### src/hdl/wdt_pkg.sv
// Constants, register map and carrier types of the watchdog and power-mode controller.
// Notes on behaviour
// Reset delay is one-shot, fired by three causes.
// Stop recovery delays only when recovery bit set.
// Delay clock from RC or crystal; holds execution.
// Halt stops processor clock, oscillator keeps running.
// Halt ends on enabled interrupt or reset.
// Reset-ended halt restarts at fixed address.
// Stop halts clocks; exits only by restart.
// Watchdog is retriggerable one-shot resetting device.
// First watchdog instruction enables, later ones restart.
// Watchdog instruction updates zero, sign, overflow flags.
// Mode register writable only sixty clocks after restart.
// Mode register unreadable, at expanded location 0FH.
// Mode bit 4 selects RC or crystal clock.
// Mode bits 0 and 1 pick timeout tap.
// Mode bits 2, 3 allow counting in halt, stop.
// Bits 3 and 4 set: stop uses external clock.
// Mode bits 5 to 7 reserved, no function.
// Stop timeout delays but keeps configuration registers.
// Tap periods and delay length are parameters.
package wdt_pkg;

  // Register indices and byte addresses; the mode register index is not word aligned.
  localparam logic [7:0] WDT_MODE_IDX = 8'h0F;
  localparam logic [7:0] ADDR_WDT_MODE = {WDT_MODE_IDX[5:0], 2'b00};
  localparam logic [7:0] ADDR_STATUS = 8'h40;
  localparam logic [7:0] ADDR_CLEAR = 8'h44;
  localparam logic [7:0] ADDR_ENABLE = 8'h48;
  localparam logic [7:0] ADDR_STATE = 8'h4C;
  localparam logic [7:0] ADDR_RECOVERY = 8'h50;

  // Field positions of the mode register and of the stop recovery register.
  localparam int MODE_HALT_RUN = 2;
  localparam int MODE_STOP_RUN = 3;
  localparam int MODE_XTAL_SEL = 4;
  localparam int REC_DELAY = 5;
  localparam logic [7:0] MODE_USED_MASK = 8'h1F;
  localparam logic [7:0] MODE_RESET = 8'h00;
  localparam logic [7:0] RECOVERY_RESET = 8'h00;

  // Event bits of the status, clear and enable registers.
  localparam int EV_TIMEOUT = 0;
  localparam int EV_HALT_WAKE = 1;
  localparam int EV_STOP_WAKE = 2;
  localparam int EV_POWER_OK = 3;
  localparam int EV_LOCKED_WR = 4;
  localparam int EV_W = 5;

  // Write window after each restart, in system clocks.
  localparam logic [6:0] WIN_CLKS = 7'h3C;

  // Bus responses.
  localparam logic [1:0] RESP_OKAY = 2'h0;
  localparam logic [1:0] RESP_SLVERR = 2'h2;

  // Flag values handed to the core by the watchdog instruction (zero, sign, overflow).
  localparam logic [2:0] WDT_FLAGS = 3'h0;

  typedef enum logic [3:0] {
    PM_RUN = 4'b0001,
    PM_HALT = 4'b0010,
    PM_STOP = 4'b0100,
    PM_DELAY = 4'b1000
  } pmode_t;

  typedef struct packed {
    logic [7:0] awaddr;
    logic awvalid;
    logic [31:0] wdata;
    logic [3:0] wstrb;
    logic wvalid;
    logic bready;
    logic [7:0] araddr;
    logic arvalid;
    logic rready;
  } axi_req_t;

  typedef struct packed {
    logic awready;
    logic wready;
    logic [1:0] bresp;
    logic bvalid;
    logic arready;
    logic [31:0] rdata;
    logic [1:0] rresp;
    logic rvalid;
  } axi_rsp_t;

  typedef struct packed {
    logic wdt_instr;
    logic halt_instr;
    logic stop_instr;
    logic irq_request;
  } core_req_t;

  typedef struct packed {
    logic clk_en;
    logic osc_en;
    logic hold;
    logic restart;
    logic dev_reset;
    logic flag_update;
    logic [2:0] flags;
  } core_rsp_t;

endpackage

### src/hdl/wdt_power_ctrl.sv
// Watchdog, reset delay and halt/stop power-mode controller with an AXI4-Lite register slave.
//
// The implementer's own choice: the AXI4-Lite slave port.
`timescale 1ns/10ps
module wdt_power_ctrl #(
  parameter logic [15:0] TAP0_TICKS = 16'h0400,
  parameter logic [15:0] TAP1_TICKS = 16'h0800,
  parameter logic [15:0] TAP2_TICKS = 16'h1000,
  parameter logic [15:0] TAP3_TICKS = 16'h2000,
  parameter logic [15:0] DELAY_TICKS = 16'h0400,
  parameter logic [7:0] RC_DIV = 8'h19
) (
  // Clock and synchronous reset.
  input wire logic clk,
  input wire logic reset,
  // Register bus.
  input wire wdt_pkg::axi_req_t axi_in,
  output wdt_pkg::axi_rsp_t axi_out,
  // Processor core.
  input wire wdt_pkg::core_req_t core_in,
  output wdt_pkg::core_rsp_t core_out,
  // Wake and clock sources.
  input wire logic power_good,
  input wire logic stop_recovery_in,
  input wire logic crystal_input_pin,
  // Interrupt.
  output logic irq
);
  import wdt_pkg::*;

  typedef struct packed {
    pmode_t mode;
    logic [15:0] dly_cnt;
    logic [15:0] wdt_cnt;
    logic wdt_on;
    logic [7:0] rc_div;
    logic xtal_q;
    logic pg_q;
    logic [6:0] win_cnt;
    logic locked;
    logic [7:0] mode_reg;
    logic [7:0] rec_reg;
    logic [EV_W-1:0] status;
    logic [EV_W-1:0] enable;
    logic [7:0] aw_addr;
    logic [31:0] w_data;
    logic [3:0] w_strb;
    axi_rsp_t axi;
    core_rsp_t core;
    logic irq;
  } state_t;

  state_t s_ff;
  state_t nxt_s;
  logic rc_tick;
  logic xtal_edge;
  logic tick;
  logic wdt_active;
  logic timeout;
  logic [EV_W-1:0] events;
  logic [EV_W-1:0] clr;

  // Terminal count of the watchdog for a tap code.
  function automatic logic [15:0] tap_limit(input logic [1:0] tap);
    logic [15:0] lim;
    unique case (tap)
      2'h0: lim = TAP0_TICKS;
      2'h1: lim = TAP1_TICKS;
      2'h2: lim = TAP2_TICKS;
      default: lim = TAP3_TICKS;
    endcase
    return lim;
  endfunction

  // Read data for a register address; the mode register always reads as zero.
  function automatic logic [31:0] read_word(input state_t s, input logic [7:0] addr);
    logic [31:0] d;
    d = 32'h0000_0000;
    unique case (addr)
      ADDR_STATUS: d[EV_W-1:0] = s.status;
      ADDR_ENABLE: d[EV_W-1:0] = s.enable;
      ADDR_RECOVERY: d[7:0] = s.rec_reg;
      ADDR_STATE: d = {16'h0000, 8'h00, s.locked, s.wdt_on, 2'h0, s.mode};
      default: d = 32'h0000_0000;
    endcase
    return d;
  endfunction

  // True when the address is one the slave decodes.
  function automatic logic mapped(input logic [7:0] addr);
    return addr == ADDR_WDT_MODE || addr == ADDR_STATUS || addr == ADDR_CLEAR ||
           addr == ADDR_ENABLE || addr == ADDR_STATE || addr == ADDR_RECOVERY;
  endfunction

  // All next-state logic; priorities run power fail, then timeout, then mode changes.
  always_comb begin
    nxt_s = s_ff;
    events = '0;
    clr = '0;
    nxt_s.core.restart = 1'b0;
    nxt_s.core.dev_reset = 1'b0;
    nxt_s.core.flag_update = 1'b0;
    nxt_s.core.flags = WDT_FLAGS;

    // The RC oscillator is modelled as a divided tick; the crystal pin is edge counted.
    rc_tick = (s_ff.rc_div == RC_DIV - 8'h01);
    nxt_s.rc_div = rc_tick ? 8'h00 : s_ff.rc_div + 8'h01;
    xtal_edge = crystal_input_pin & ~s_ff.xtal_q;
    nxt_s.xtal_q = crystal_input_pin;
    nxt_s.pg_q = power_good;

    // Clock source of delay and watchdog; in stop with bits 3 and 4 set only the pin counts.
    if (s_ff.mode_reg[MODE_XTAL_SEL]) begin // see
      tick = xtal_edge;
    end else begin
      tick = rc_tick;
    end
    if (s_ff.mode == PM_STOP && s_ff.mode_reg[MODE_STOP_RUN] &&
        s_ff.mode_reg[MODE_XTAL_SEL]) begin
      tick = xtal_edge;
    end

    // Watchdog runs in run mode, and in halt or stop only when allowed.
    wdt_active = s_ff.wdt_on && (s_ff.mode == PM_RUN ||
      (s_ff.mode == PM_HALT && s_ff.mode_reg[MODE_HALT_RUN]) ||
      (s_ff.mode == PM_STOP && s_ff.mode_reg[MODE_STOP_RUN]));
    timeout = wdt_active && tick &&
      (s_ff.wdt_cnt == tap_limit(s_ff.mode_reg[1:0]) - 16'h0001); // see

    // Watchdog instruction: enable on the first, restart on every later one.
    if (core_in.wdt_instr && s_ff.mode == PM_RUN) begin
      nxt_s.wdt_on = 1'b1;
      nxt_s.wdt_cnt = 16'h0000;
      nxt_s.core.flag_update = 1'b1;
    end else if (wdt_active && tick) begin
      nxt_s.wdt_cnt = s_ff.wdt_cnt + 16'h0001;
    end

    // Mode sequencing.
    unique case (s_ff.mode)
      PM_RUN: begin
        if (core_in.halt_instr) begin
          nxt_s.mode = PM_HALT;
        end else if (core_in.stop_instr) begin
          nxt_s.mode = PM_STOP;
        end
      end
      PM_HALT: begin
        // Only an enabled interrupt resumes; execution continues past the halt.
        if (core_in.irq_request) begin
          nxt_s.mode = PM_RUN;
          events[EV_HALT_WAKE] = 1'b1;
        end
      end
      PM_STOP: begin
        if (stop_recovery_in) begin
          events[EV_STOP_WAKE] = 1'b1;
          if (s_ff.rec_reg[REC_DELAY]) begin // see
            nxt_s.mode = PM_DELAY;
            nxt_s.dly_cnt = 16'h0000;
          end else begin
            // Bypass suits fast-starting clocks; restart at once.
            nxt_s.mode = PM_RUN;
            nxt_s.core.restart = 1'b1;
            nxt_s.win_cnt = 7'h00;
            nxt_s.locked = 1'b0;
          end
        end
      end
      PM_DELAY: begin
        // One-shot: counts once to its end, then releases the core.
        if (tick) begin
          nxt_s.dly_cnt = s_ff.dly_cnt + 16'h0001;
          if (s_ff.dly_cnt == DELAY_TICKS - 16'h0001) begin // see
            nxt_s.mode = PM_RUN;
            nxt_s.core.restart = 1'b1;
            nxt_s.win_cnt = 7'h00;
            nxt_s.locked = 1'b0;
          end
        end
      end
    endcase

    // Watchdog expiry always passes through the reset delay.
    if (timeout) begin // see
      events[EV_TIMEOUT] = 1'b1;
      nxt_s.mode = PM_DELAY;
      nxt_s.dly_cnt = 16'h0000;
      nxt_s.wdt_on = 1'b0;
      nxt_s.wdt_cnt = 16'h0000;
      if (s_ff.mode != PM_STOP) begin
        // Outside stop the device resets, mode and recovery registers included; enable and status bits are kept.
        nxt_s.core.dev_reset = 1'b1;
        nxt_s.mode_reg = MODE_RESET;
        nxt_s.rec_reg = RECOVERY_RESET;
      end // In stop the configuration is kept. see
    end

    // Power fail holds the delay at its start; power good fires it.
    if (!power_good) begin
      nxt_s.mode = PM_DELAY;
      nxt_s.dly_cnt = 16'h0000;
      nxt_s.wdt_on = 1'b0;
      nxt_s.wdt_cnt = 16'h0000;
      nxt_s.core.restart = 1'b0;
    end else if (!s_ff.pg_q) begin
      events[EV_POWER_OK] = 1'b1;
    end

    // Write window runs only while instructions execute.
    if (nxt_s.mode == PM_RUN && s_ff.mode == PM_RUN && !s_ff.locked) begin
      nxt_s.win_cnt = s_ff.win_cnt + 7'h01;
      if (s_ff.win_cnt == WIN_CLKS - 7'h01) begin
        nxt_s.locked = 1'b1;
      end
    end

    // Write address and data are taken in either order and held.
    if (axi_in.awvalid && s_ff.axi.awready) begin
      nxt_s.axi.awready = 1'b0;
      nxt_s.aw_addr = axi_in.awaddr;
    end
    if (axi_in.wvalid && s_ff.axi.wready) begin
      nxt_s.axi.wready = 1'b0;
      nxt_s.w_data = axi_in.wdata;
      nxt_s.w_strb = axi_in.wstrb;
    end

    // Perform the write once both halves are held.
    if (!s_ff.axi.awready && !s_ff.axi.wready && !s_ff.axi.bvalid) begin
      nxt_s.axi.bvalid = 1'b1;
      nxt_s.axi.bresp = RESP_OKAY;
      unique case (s_ff.aw_addr)
        ADDR_WDT_MODE: begin
          // A locked register ignores the write and raises the locked-write event, as hardware protection.
          if (s_ff.locked) begin
            events[EV_LOCKED_WR] = 1'b1;
          end else if (s_ff.w_strb[0]) begin
            nxt_s.mode_reg = s_ff.w_data[7:0] & MODE_USED_MASK; // see
          end
        end
        ADDR_CLEAR: begin
          if (s_ff.w_strb[0]) begin
            clr = s_ff.w_data[EV_W-1:0];
          end
        end
        ADDR_ENABLE: begin
          if (s_ff.w_strb[0]) begin
            nxt_s.enable = s_ff.w_data[EV_W-1:0];
          end
        end
        ADDR_RECOVERY: begin
          if (s_ff.w_strb[0]) begin
            nxt_s.rec_reg = s_ff.w_data[7:0];
          end
        end
        default: nxt_s.axi.bresp = RESP_SLVERR;
      endcase
    end
    if (s_ff.axi.bvalid && axi_in.bready) begin
      nxt_s.axi.bvalid = 1'b0;
      nxt_s.axi.awready = 1'b1;
      nxt_s.axi.wready = 1'b1;
    end

    // Read channel: one read at a time, answered the cycle after the address.
    if (axi_in.arvalid && s_ff.axi.arready) begin
      nxt_s.axi.arready = 1'b0;
      nxt_s.axi.rvalid = 1'b1;
      nxt_s.axi.rdata = read_word(s_ff, axi_in.araddr);
      nxt_s.axi.rresp = (mapped(axi_in.araddr) && axi_in.araddr != ADDR_CLEAR) ?
                        RESP_OKAY : RESP_SLVERR;
    end
    if (s_ff.axi.rvalid && axi_in.rready) begin
      nxt_s.axi.rvalid = 1'b0;
      nxt_s.axi.arready = 1'b1;
    end

    // Sticky events: a set in the same cycle as its clear wins.
    nxt_s.status = (s_ff.status & ~clr) | events;
    nxt_s.irq = |(nxt_s.status & nxt_s.enable);

    // Clock gates follow the mode so the outputs stay registered.
    nxt_s.core.clk_en = (nxt_s.mode == PM_RUN); // see
    nxt_s.core.osc_en = (nxt_s.mode != PM_STOP); // see
    nxt_s.core.hold = (nxt_s.mode == PM_DELAY);
  end

  // Single state register; reset starts the power-on delay.
  always_ff @(posedge clk) begin
    if (reset) begin
      s_ff <= '0;
      s_ff.mode <= PM_DELAY;
      s_ff.mode_reg <= MODE_RESET;
      s_ff.rec_reg <= RECOVERY_RESET;
      s_ff.axi.awready <= 1'b1;
      s_ff.axi.wready <= 1'b1;
      s_ff.axi.arready <= 1'b1;
      s_ff.core.osc_en <= 1'b1;
      s_ff.core.hold <= 1'b1;
      s_ff.core.flags <= WDT_FLAGS;
    end else begin
      s_ff <= nxt_s;
    end
  end

  assign axi_out = s_ff.axi;
  assign core_out = s_ff.core;
  assign irq = s_ff.irq;

endmodule

### config.mk
export PLATFORM = sky130hd
export DESIGN_NAME = wdt_power_ctrl
export DESIGN_NICKNAME = d
export VERILOG_FILES = /design/src/hdl/wdt_pkg.sv /design/src/hdl/wdt_power_ctrl.sv
export SDC_FILE = /design/constraint.sdc
export NUM_CORES = 1
export LEC_CHECK = 0
export ABC_AREA = 1
export BUFFER_PORTS_ARGS = -buffer_cell sky130_fd_sc_hd__buf_2
export CAP_MARGIN = 20
export CORE_ASPECT_RATIO = 0.8
export CORE_MARGIN = 2
export CORE_UTILIZATION = 55
export DETAILED_ROUTE_END_ITERATION = 7
export MAX_ROUTING_LAYER = met4
export PLACE_DENSITY = 0.76
export RECOVER_POWER = 100
export SLEW_MARGIN = 25
export SYNTH_ARGS = -nofsm -noshare
export SYNTH_HDL_FRONTEND = slang
export SYNTH_SLANG_ARGS = --single-unit
### constraint.sdc
create_clock -name clk -period 1.8 [get_ports clk]
set_input_delay 0.09 -clock clk [delete_from_list [all_inputs] [get_ports clk]]
set_output_delay 0.09 -clock clk [all_outputs]
set_load 0.005 [all_outputs]
==> metrics.yaml, run 1 <==
status: "finished, violations left"
violations: "negative setup slack"
ff2ff_setup_slack_ns: -0.009
grt_pass1_wl_mm: 25.8
synth-edff-count: 0
dr.pass1.iters: 5
fp.dieW_um: 123
synth_top_area_share_pct: 37.7
required_ns: 2.17
power_mw: 6.37
synth_mux_area_share_pct: 0
clkPwrFrac_pct: 51.5
start_util_pct: 56.9
dr_wl_met3_mm: 1.01
fmax_mhz: 553
cts_sinks: 117
p_switching_mw: 1.62
netlist_instances: 876
ys_seq_area_share_pct: 37.7
wl_met2_mm: 7.46
dieArea_um2: 12200
m1WireLength_mm: 7.09
p_leak_nw: 3.37
finalWirelength_mm: 15.9
rows: 34
port_buffers: 60
path_max_fanout: 5
synth_top_area_cell: "dfxtp_1"
cts_tree: "done"
via_per_inst: 5.27
grt_pass1_vias: 5567
hold_path_startpoint: "reset"
gp_congestion: 0.922
finalNetCount: 1076
reg2reg_from: "s_ff[132]$_SDFF_PP0_"
synthAdderAreaFrac_pct: 1.01
drt_first_iter_violations: 430
cp-startpoint: "s_ff[132]$_SDFF_PP0_"
fin_crit_ns: 1.81
grt-ovfl-total: 0
pin_count: 117
critPathBufInv: 3
drc: 0
syn-cell-area_um2: 6220
reg2reg_depth: 13
grt_max_degree: 23
irDropWorstVdd_v: 0.000704
clkLatencyLatePin_ns: 0.42
crit_cells: 13
synth_top_family_by_area: "simple AND/OR/NAND/NOR gates"
layout_commonest_cell: "nand2_1"
setup_ws_ns: -0.00904
cts_htree_levels: 4
gr-usage-all-layers_pct: 27.4
power_frac_comb_pct: 6.3
via_count: 6120
synthFlopType: "dfxtp_1"
cp.arrival_ns: 2.18
regToRegEndpoint: "core_out[8]$_SDFF_PP0_"
start_kind: "register"
synth_xor_area_share_pct: 2.54
slowest_stage: "dfxtp_2"
path_clk_slew_ns: 0.06
critPathCapture: "core_out[8]$_SDFF_PP0_"
powerDensity_nw_per_um2: 816
p_sw_share_pct: 25.5
cts_buffers: 17
worst_pin_slew_ns: 0.609
ys_ff_latch: 117
maxCapViolCount: 0
post-route-period-util_pct: 101
syn_area_per_cell_um2: 7.10
layout_common_cells: "nand2_1 (157), dfxtp_1 (109), inv_1 (100)"
antenna_found_initial: 0
power.internal_mw: 4.75
hold_viol_final: 0
ys_warn_count: 0
cp-end-kind: "register"
synth.distinct_cells: 50
path_delay_family: "simple AND/OR/NAND/NOR gates"
grt_setup_unrepaired: "true"
dp_hpwl_mm: 10.6
skew_ns: 0.0172
setup_viol: 3
postRouteAntennaNets: 0
synth-simple-area-share_pct: 32.5
ys_async_sr_fraction_pct: 0
p_seq_share_pct: 42.2
cpPeakStageDelay_ns: 0.32
fin_area_um2: 7810
die_h_um: 99.1
clockBufferDepth: 2
core_area_um2: 10900
drive_gt1_share_pct: 22.0
synth_compound_area_share_pct: 12.4
slew_viol_final: 0
hold_path_class: "primary input to register"
routed.top_layer: "met4"
place_area_um2: 6760
max_slew_margin_pct: 59.4
critPathKind: "register to register"
yosys-top-cells-area: "dfxtp_1 (38%), nand2_1 (9.9%), inv_1 (6.2%)"
crit_path_cell_trace: "inv_2 > ha_4 > nand2_4 > nor2_4 > nand3_2 > nand2_4 > buf_4 > nand3_1 > nand3b_4 > buf_4 > nand2_2 > nor2_2 > and3_1"
diodes: 0
syn_to_final_growth_pct: 25.6
wire_per_inst_um: 13.7
cts-root-buf: "clkbuf_16"
==> per-stage QoR <==
stage	util (%)	cells	hold slack (ns)	setup slack, ns	TNS [ns]
2_1_floorplan	-	904	0.190	0.0929	0
3_3_place_gp	61.9	1098	0.287	-0.0301	-0.167
3_5_place_dp	61.9	1098	0.300	-0.0559	-0.441
4_1_cts	69.3	1153	0.0104	0.00527	0
5_1_grt	71.4	1162	0.0332	-0.138	-2.91
6_report	71.4	1162	0.0180	-0.00904	-0.0131
==> worst min path at each step <==
stage | to | cells after the start
floorplan | axi_out[39]$_SDFFE_PP1P_ | 1
CTS | axi_out[36]$_SDFFE_PP0P_ | 3
detailed placement | axi_out[39]$_SDFFE_PP1P_ | 2
finish | s_ff[128]$_SDFFE_PP0P_ | 2
global route | axi_out[36]$_SDFFE_PP0P_ | 3
global placement | axi_out[40]$_SDFFE_PP1P_ | 2
==> power by group through the flow <==
stage                     Sequential (mW)  Clock (mW)  Combinational, mW
after global placement               2.74           0              0.319
after CTS                            2.69        3.32              0.367
after detailed placement             2.74           0              0.327
after floorplan                      2.73           0              0.263
after global routing                 2.69        3.45              0.447
final                                2.69        3.28              0.400
==> repair_timing <==
action,4_1_cts,5_1_grt
setup endpoints to repair,19,49
gates cloned,0,0
pin swaps,0,19
setup buffers,0,9
endpoints found under the hold margin,22,0
hold buffers,23,0
resized for setup,1,55
==> metal layers <==
layer,global-route usage (%),vias to the layer above
met5,-,-
met4,8.13,0
met3,5.67,36
met2,43.1,220
met1,35.4,2805
li1,-,3059
==> state kept, by name (all words and copies together), names as in the netlist <==
| register | count |
|---|---|
| axi_out | 15 |
| core_out | 6 |
| irq | 1 |
| s_ff | 95 |
==> synth_stat cells (2+ instances only) <==
| cell | number |
|---|---|
| nand3_1 | 74 |
| nor4_1 | 5 |
| buf_6 | 2 |
| o21a_1 | 2 |
| o31ai_1 | 3 |
| nor3_2 | 2 |
| dfxtp_1 | 117 |
| nand4_1 | 22 |
| nor3_1 | 25 |
| buf_4 | 50 |
| o21ai_1 | 2 |
| nor2_4 | 4 |
| nand2_2 | 6 |
| buf_2 | 3 |
| nor2_2 | 10 |
| o21ai_0 | 48 |
| inv_1 | 102 |
| and3_1 | 2 |
| nand3_4 | 2 |
| a31oi_1 | 2 |
| nand2_1 | 164 |
| o2111ai_1 | 3 |
| nand3_2 | 5 |
| o21bai_1 | 5 |
| inv_2 | 4 |
| clkbuf_1 | 9 |
| xor2_1 | 17 |
| nor2_8 | 2 |
| nor2_1 | 98 |
| a21oi_1 | 62 |
| ha_1 | 5 |
==> logic make-up (layout without fill, tap and decap cells) <==
kind of cell | count (synthesis) | in the layout
AOI/OAI and AO/OA | 135 | 135
xor gates and xnor gates | 18 | 18
adders and majority gates | 5 | 5
buffers and inverters | 172 | 286
DFF | 117 | 117
other | 1 | 29
and+or+nand+nor | 428 | 428
==> area by class of cell <==
class	instances	area [um^2]
fill	850	3130
tap	144	180
clock inverter	15	148
multi-input combinational	615	3290
sequential	117	2350
clock buffer	17	425
timing repair buffer	147	1000
inverter	107	404
(Power assumes the default switching activity.)
==> inputs of run 2 (changes only) <==
--- a/config.mk
+++ b/config.mk
@@ -10,10 +10,10 @@
 export CAP_MARGIN = 20
 export CORE_ASPECT_RATIO = 0.8
 export CORE_MARGIN = 2
-export CORE_UTILIZATION = 55
+export CORE_UTILIZATION = 51
 export DETAILED_ROUTE_END_ITERATION = 7
 export MAX_ROUTING_LAYER = met4
-export PLACE_DENSITY = 0.76
+export PLACE_DENSITY = 0.74
 export RECOVER_POWER = 100
 export SLEW_MARGIN = 25
 export SYNTH_ARGS = -nofsm -noshare
==> constraint.sdc (replaced) <==
create_clock -name clk -period 1.6 [get_ports clk]
set_input_delay 0.08 -clock clk [delete_from_list [all_inputs] [get_ports clk]]
set_output_delay 0.08 -clock clk [all_outputs]
set_load 0.005 [all_outputs]
==> run 2 against run 1 <==
  * Total power increased by 17%
  * First-iteration DRC count increased by 36%
  * Critical endpoint is now s_ff[149]$_SDFFE_PP0P_
  * The run still ends with negative setup slack left
  * Worst hold slack improved by 0.051 ns
  * Highest routed layer unchanged
==> metrics.yaml, run 2 (synthesis gave the netlist of run 1 again) <==
status: "finished, violations left"
violations: "negative setup slack"
gp_congestion: 0.906  # -1.8%
cp-startpoint: "s_ff[131]$_SDFF_PP0_"
path_clk_slew_ns: 0.06  # about the same
dieArea_um2: 13100  # +7.6%
worst_pin_slew_ns: 0.521  # -0.0871 ns
reg2reg_from: "s_ff[131]$_SDFF_PP0_"
grt_max_degree: 44  # +91%
finalNetCount: 1151  # +7.0%
via_count: 6610  # +8.0%
maxCapViolCount: 0  # unchanged
clkPwrFrac_pct: 52.4  # +0.9 points
drt_first_iter_violations: 584  # +36%
cp.arrival_ns: 2.20  # +0.02 ns
finalWirelength_mm: 19.1  # +20%
start_kind: "register"
hold_path_class: "primary input to register"
grt_pass1_wl_mm: 28.1  # +8.9%
antenna_found_initial: 0  # unchanged
required_ns: 1.94  # -0.23 ns
core_area_um2: 12000  # +10%
layout_common_cells: "nand2_1 (142), dfxtp_1 (108), buf_4 (106)"
cts_sinks: 117  # unchanged
via_per_inst: 5.31  # +0.81%
regMostFlops: "s_ff"
setup_ws_ns: -0.257  # -0.248 ns
cp-end-kind: "register"
port_buffers: 60  # unchanged
drc: 0  # unchanged
fp.dieW_um: 127  # +3.7%
p_leak_nw: 3.87  # +15%
cts_htree_levels: 4  # unchanged
path_max_fanout: 4  # -1
hold_path_startpoint: "reset"
postRouteAntennaNets: 0  # unchanged
diodes: 0  # unchanged
ff_latch_area_um2: 2360  # +0.16%
start_util_pct: 51.7  # -5.2 points
gr-usage-all-layers_pct: 27.8  # +0.41 points
cts_buffers: 17  # unchanged
setup_viol: 63  # +60
grt_setup_unrepaired: "true"
fmax_mhz: 539  # -2.6%
powerDensity_nw_per_um2: 834  # +2.2%
power_frac_comb_pct: 6.9  # +0.6 points
power_mw: 7.44  # +17%
slew_viol_final: 0  # unchanged
clkLatencyLatePin_ns: 0.43  # about the same
p_seq_share_pct: 40.6  # -1.6 points
post-route-period-util_pct: 116  # +16 points
regToRegEndpoint: "s_ff[149]$_SDFFE_PP0P_"
power.internal_mw: 5.58  # +18%
fillCellCount: 791  # -6.9%
dr.pass1.iters: 5  # unchanged
p_switching_mw: 1.86  # +15%
drive_gt1_share_pct: 34.8  # +13 points
cts-root-buf: "clkbuf_16"
fin_crit_ns: 1.86  # +0.0478 ns
skew_ns: 0.0161  # -0.00107 ns
reg2reg_depth: 14  # +1
hold_viol_final: 0  # unchanged
ff2ff_setup_slack_ns: -0.26  # -0.25 ns
clockBufferDepth: 2  # unchanged
multi_input_area_um2: 3680  # +12%
whs_endpoint: "s_ff[122]$_SDFFE_PP0P_"
p_sw_share_pct: 25.0  # -0.45 points
dp_hpwl_mm: 11.4  # +7.2%
max_slew_margin_pct: 65.2  # +5.8 points
place_area_um2: 7360  # +8.8%
wire_per_inst_um: 15.3  # +12%
grt_pass1_vias: 5966  # +7.2%
irDropWorstVdd_v: 0.000829  # +18%
tns_ns: -9.82  # -9.80 ns
die_h_um: 103  # +3.7%
layout_commonest_cell: "nand2_1"
grt-ovfl-total: 0  # unchanged
rows: 36  # +5.9%
pin_count: 117  # unchanged
cts_tree: "done"
min_delay_path_depth: 4  # +2
syn_to_final_growth_pct: 43.5
fin_area_um2: 8920  # +14%
critPathKind: "register to register"
largest_reg_flops: 95  # unchanged
==> run 2: cell types whose count changed in the layout (fill, tap and decap cells not counted), sizes merged <==
| cell | before | now |
|---|---|---|
| clkinv | 5 | 3 |
| nand4 | 23 | 24 |
| buf | 109 | 180 |
| clkbuf | 32 | 33 |
| dlygate4sd3 | 23 | 26 |
| bufinv | 1 | 2 |
==> run 2: worst max-delay path, stage by stage, from the launching register on <==
cell and delay [ns]:
dfxtp_2 0.32, inv_2 0.06, ha_4 0.13, nand2_4 0.05, nor2_4 0.10, nand3_2 0.11
nand2_4 0.11, buf_6 0.11, nand3_4 0.10, buf_12 0.16, nor2_4 0.14, nand3_2 0.09
nor2_1 0.11, nor2_1 0.06, nor3_1 0.13
==> run 2: timing repair <==
item / in CTS / in global routing
pin swaps: 13 / 37
gates resized for setup: 54 / 110
buffers inserted: 5 / 17
setup endpoints to repair: 65 / 70
endpoints found under the hold margin: 25 / 1
gates cloned: 1 / 0
hold buffers: 25 / 1
==> run 2: power groups by stage <==
stage	registers, mW	clock network, mW	logic (mW)
after CTS	3.02	3.90	0.474
after global placement	3.08	0	0.399
after floorplan	3.08	0	0.305
final	3.02	3.90	0.517
after detailed placement	3.08	0	0.406
after global routing	3.03	4.06	0.575
==> run 2: worst max path at each step <==
stage / depth (start not counted) / to / slack [ns]
5_1_grt: 14 / s_ff[149]$_SDFFE_PP0P_ / -0.37
6_report: 14 / s_ff[149]$_SDFFE_PP0P_ / -0.26
3_3_place_gp: 11 / s_ff[124]$_SDFFE_PP0P_ / -0.11
4_1_cts: 13 / s_ff[127]$_SDFFE_PP0P_ / -0.16
2_1_floorplan: 12 / core_out[8]$_SDFF_PP0_ / -0.05
3_5_place_dp: 11 / s_ff[128]$_SDFFE_PP0P_ / -0.18
==> run 2: area by class of cell <==
type / count / share of cell area (%)
clock buffers: 18 / 4.92
clock inverters: 14 / 1.82
inverters: 107 / 4.53
multi-input cells: 616 / 41.2
flip-flops and latches: 117 / 26.4
well taps: 152 / 2.13
repair buffers: 221 / 18.9
==> run 2: metal layers <==
layer  up-vias  share of wire [%]  GRT usage (%)
met5         -                  0              -
met4         0                2.6           11.9
met1      3065                 43           35.2
li1       3215                  -              -
met3        54                5.2           4.46
met2       276                 49           44.4
==> run 2: metrics by stage <==
| stage | cells | hold slack (ns) | util, % | setup slack [ns] |
|---|---|---|---|---|
| finish | 1245 | 0.0688 | 74.2 | -0.257 |
| global placement | 1166 | 0.276 | 61.2 | -0.111 |
| global route | 1245 | 0.101 | 74.2 | -0.368 |
| floorplan | 904 | 0.180 | - | -0.0462 |
| CTS | 1229 | -0.131 | 70.4 | -0.156 |
| detailed placement | 1166 | 0.295 | 61.2 | -0.182 |
==> inputs of run 3 (changes only) <==
--- a/config.mk
+++ b/config.mk
@@ -5,12 +5,11 @@
 export SDC_FILE = /design/constraint.sdc
 export NUM_CORES = 1
 export LEC_CHECK = 0
-export ABC_AREA = 1
 export BUFFER_PORTS_ARGS = -buffer_cell sky130_fd_sc_hd__buf_2
 export CAP_MARGIN = 20
 export CORE_ASPECT_RATIO = 0.8
 export CORE_MARGIN = 2
-export CORE_UTILIZATION = 51
+export CORE_UTILIZATION = 50
 export DETAILED_ROUTE_END_ITERATION = 7
 export MAX_ROUTING_LAYER = met4
 export PLACE_DENSITY = 0.74
==> run 3 against run 2 <==
  * The flow still finishes with violations (negative setup slack)
  * Sequential power about the same
  * Worst hold slack worse by 0.065 ns
  * Fmax down 18%
  * Area after synthesis down 7.8%
  * Wire length up 11%
==> metrics.yaml, run 3 <==
status: "finished, violations left"
violations: "negative setup slack"
post-route-period-util_pct: 142  # +26 points
pin_count: 117  # unchanged
wire_per_inst_um: 19.9  # +30%
grt_pass1_wl_mm: 27.8  # -0.96%
ff2ff_setup_slack_ns: -0.68  # -0.42 ns
grt_setup_unrepaired: "true"
path_clk_slew_ns: 0.06  # about the same
hold_path_class: "primary input to register"
worst_pin_slew_ns: 0.763  # +0.242 ns
start_util_pct: 52.0  # +0.35 points
setup_ws_ns: -0.676  # -0.419 ns
cpPeakStageDelay_ns: 0.44  # +0.12 ns
irDropWorstVdd_v: 0.000935  # +13%
maxCapViolCount: 0  # unchanged
drive_gt1_share_pct: 37.8  # +3.0 points
powerDensity_nw_per_um2: 841  # +0.79%
largest_reg_flops: 95  # unchanged
ys_warn_count: 0  # unchanged
ff_latch_area_um2: 2360  # +0.27%
multi_input_area_um2: 3560  # -3.4%
finalNetCount: 975  # -15%
cts_tree: "done"
pre_cts_slack_ns: -0.638  # -0.456 ns
core_area_um2: 11000  # -8.4%
start_kind: "register"
cts_buffers: 17  # unchanged
fp.dieW_um: 124  # -2.9%
synth_top_area_cell: "dfxtp_1"
yosys-top-cells-count: "dfxtp_1 (117), nor2_1 (85), nand3_1 (60)"
grt-ovfl-total: 0  # unchanged
synth_top_area_share_pct: 40.9  # +3.2 points
path_max_fanout: 6  # +2
critPathKind: "register to register"
syn_to_final_growth_pct: 50.5
grt_max_degree: 66  # +50%
via_per_inst: 6.06  # +14%
clkLatencyLatePin_ns: 0.42  # about the same
rows: 34  # -5.6%
diodes: 0  # unchanged
fillCellCount: 660  # -17%
fmax_mhz: 439  # -18%
whs_endpoint: "axi_out[39]$_SDFFE_PP1P_"
syn-cell-area_um2: 5730  # -7.8%
netlist_instances: 683  # -22%
slew_viol_final: 0  # unchanged
yosys-top-cells-area: "dfxtp_1 (41%), buf_4 (6.5%), nor2_1 (5.6%)"
layout_commonest_cell: "buf_4"
postRouteAntennaNets: 0  # unchanged
ys_ff_latch: 117  # unchanged
ys_seq_area_share_pct: 40.9  # +3.2 points
dieArea_um2: 12300  # -5.7%
setup_viol: 82  # +30%
cts_sinks: 117  # unchanged
fin_crit_ns: 2.28  # +0.419 ns
cts_htree_levels: 4  # unchanged
p_leak_nw: 3.48  # -10%
syn_area_per_cell_um2: 8.39  # +18%
crit_path_cell_trace: "buf_4 > nor3_2 > inv_1 > nor4_4 > o21ai_2 > or2_4 > or4_1"
drc: 0  # unchanged
die_h_um: 99.8  # -2.9%
gp_congestion: 0.952  # +5.0%
dp_hpwl_mm: 11.3  # -0.74%
skew_ns: 0.0107  # -0.00546 ns
antenna_found_initial: 0  # unchanged
cts-root-buf: "clkbuf_16"
cp.arrival_ns: 2.56  # +0.36 ns
hold_viol_final: 0  # unchanged
dr.pass1.iters: 6  # +1
regMostFlops: "s_ff"
min_delay_path_depth: 2  # -2
gr-usage-all-layers_pct: 29.8  # +2.0 points
hold_path_startpoint: "axi_in[11]"
tns_ns: -39.15  # -29.34 ns
synth-edff-count: 0  # unchanged
finalWirelength_mm: 21.1  # +11%
port_buffers: 60  # unchanged
slowest_stage: "or4_1"
cp-end-kind: "register"
ys_async_sr_fraction_pct: 0  # unchanged
via_count: 6416  # -2.9%
synthFlopType: "dfxtp_1"
drt_first_iter_violations: 809  # +39%
regToRegEndpoint: "core_out[7]$_SDFF_PP1_"
max_slew_margin_pct: 49.1  # -16 points
layout_common_cells: "buf_4 (127), dfxtp_1 (107), nor2_1 (83)"
reg2reg_from: "s_ff[172]$_SDFF_PP0_"
grt_pass1_vias: 5837  # -2.2%
synth.distinct_cells: 66  # +32%
reg2reg_depth: 7  # -7
clockBufferDepth: 2  # unchanged
yosysMostFrequentCell: "dfxtp_1"
required_ns: 1.88  # -0.06 ns
-- run 3: cell types whose count changed after synthesis, sizes merged, moves of 9 or more --
cell   before  now
a22oi       0   13
nand2     171   50
xnor2       1   17
inv       107   19
mux2i       0    9
nand4      23   12
nand3      81   60
a21oi      62   50
and3        2   11
nor2b       0   11
o21ai      51   17
nor2      114   85
-- run 3: critical path: cells and delay by family (launching register included) --
family / cells / cell delay [ns]
simple gates: 4 / 1.30
flops: 1 / 0.38
buf+inv: 2 / 0.33
compound gates: 1 / 0.12
-- run 3: repair_timing --
action,in CTS,in global routing
setup buffers,15,13
resized for setup,65,72
hold buffers,25,0
hold endpoints to repair,24,0
endpoints found under the setup margin,73,72
gates cloned,3,2
pin swaps,32,30
-- run 3: metrics by stage --
stage          instances  hold slack (ns)  power (mW)  utilization [%]  instance area, um^2
6_report            1059          0.00374        7.25             78.3                 8630
3_3_place_gp         979            0.324        3.48             63.9                 7040
2_1_floorplan        711            0.208        3.36                -                 6010
5_1_grt             1059           0.0140        7.42             78.3                 8630
4_1_cts             1048         0.000841        7.17             74.8                 8240
3_5_place_dp         979            0.329        3.49             63.9                 7040
-- run 3: final cells by class --
class	instances	share of cell area [%]
Clock buffer	20	5.29
Clock inverter	10	1.25
Inverter	19	0.827
Multi-Input combinational cell	500	41.2
Sequential cell	117	27.4
Tap cell	144	2.09
Timing Repair Buffer	249	22.0
-- run 3: worst max path at each step --
| stage | from | end | slack, ns | depth (start not counted) |
|---|---|---|---|---|
| floorplan | s_ff[132]$_SDFF_PP0_ | core_out[7]$_SDFF_PP1_ | -0.47 | 8 |
| global placement | s_ff[174]$_SDFF_PP0_ | core_out[7]$_SDFF_PP1_ | -0.57 | 7 |
| detailed placement | s_ff[132]$_SDFF_PP0_ | s_ff[168]$_SDFFE_PP0P_ | -0.64 | 8 |
| CTS | s_ff[138]$_SDFF_PP0_ | s_ff[151]$_SDFFE_PP0P_ | -0.57 | 9 |
| global route | s_ff[173]$_SDFF_PP0_ | core_out[7]$_SDFF_PP1_ | -0.78 | 9 |
| finish | s_ff[172]$_SDFF_PP0_ | core_out[7]$_SDFF_PP1_ | -0.68 | 7 |
-- run 3: cells by family (layout without fill, tap and decap cells) --
group | after synthesis | count (layout) | share of synthesized area [%]
compound gates | 119 | 120 | 13.6
xor+xnor | 33 | 33 | 5.04
fa+ha+maj | 5 | 5 | 1.09
buf+inv | 95 | 298 | 9.65
flops | 117 | 117 | 40.9
mux | 10 | 10 | 1.77
other cells | 1 | 29 | 0.0654
simple gates | 303 | 303 | 27.9
-- run 3: power breakdown --
| part | leakage (nW) | internal [mW] | switching (mW) |
|---|---|---|---|
| Clock | 0.273 | 2.34 | 1.35 |
| Sequential | 0.953 | 2.97 | 0.0529 |
| Combinational | 2.25 | 0.242 | 0.305 |
-- run 3: layer usage --
layer / global-route usage (%) / up-vias / share of wire, %
li1: - / 2795 / -
met1: 36.2 / 3017 / 38
met2: 47.4 / 471 / 46
met3: 8.01 / 133 / 11
met4: 10.7 / 0 / 5.7
met5: - / - / 0
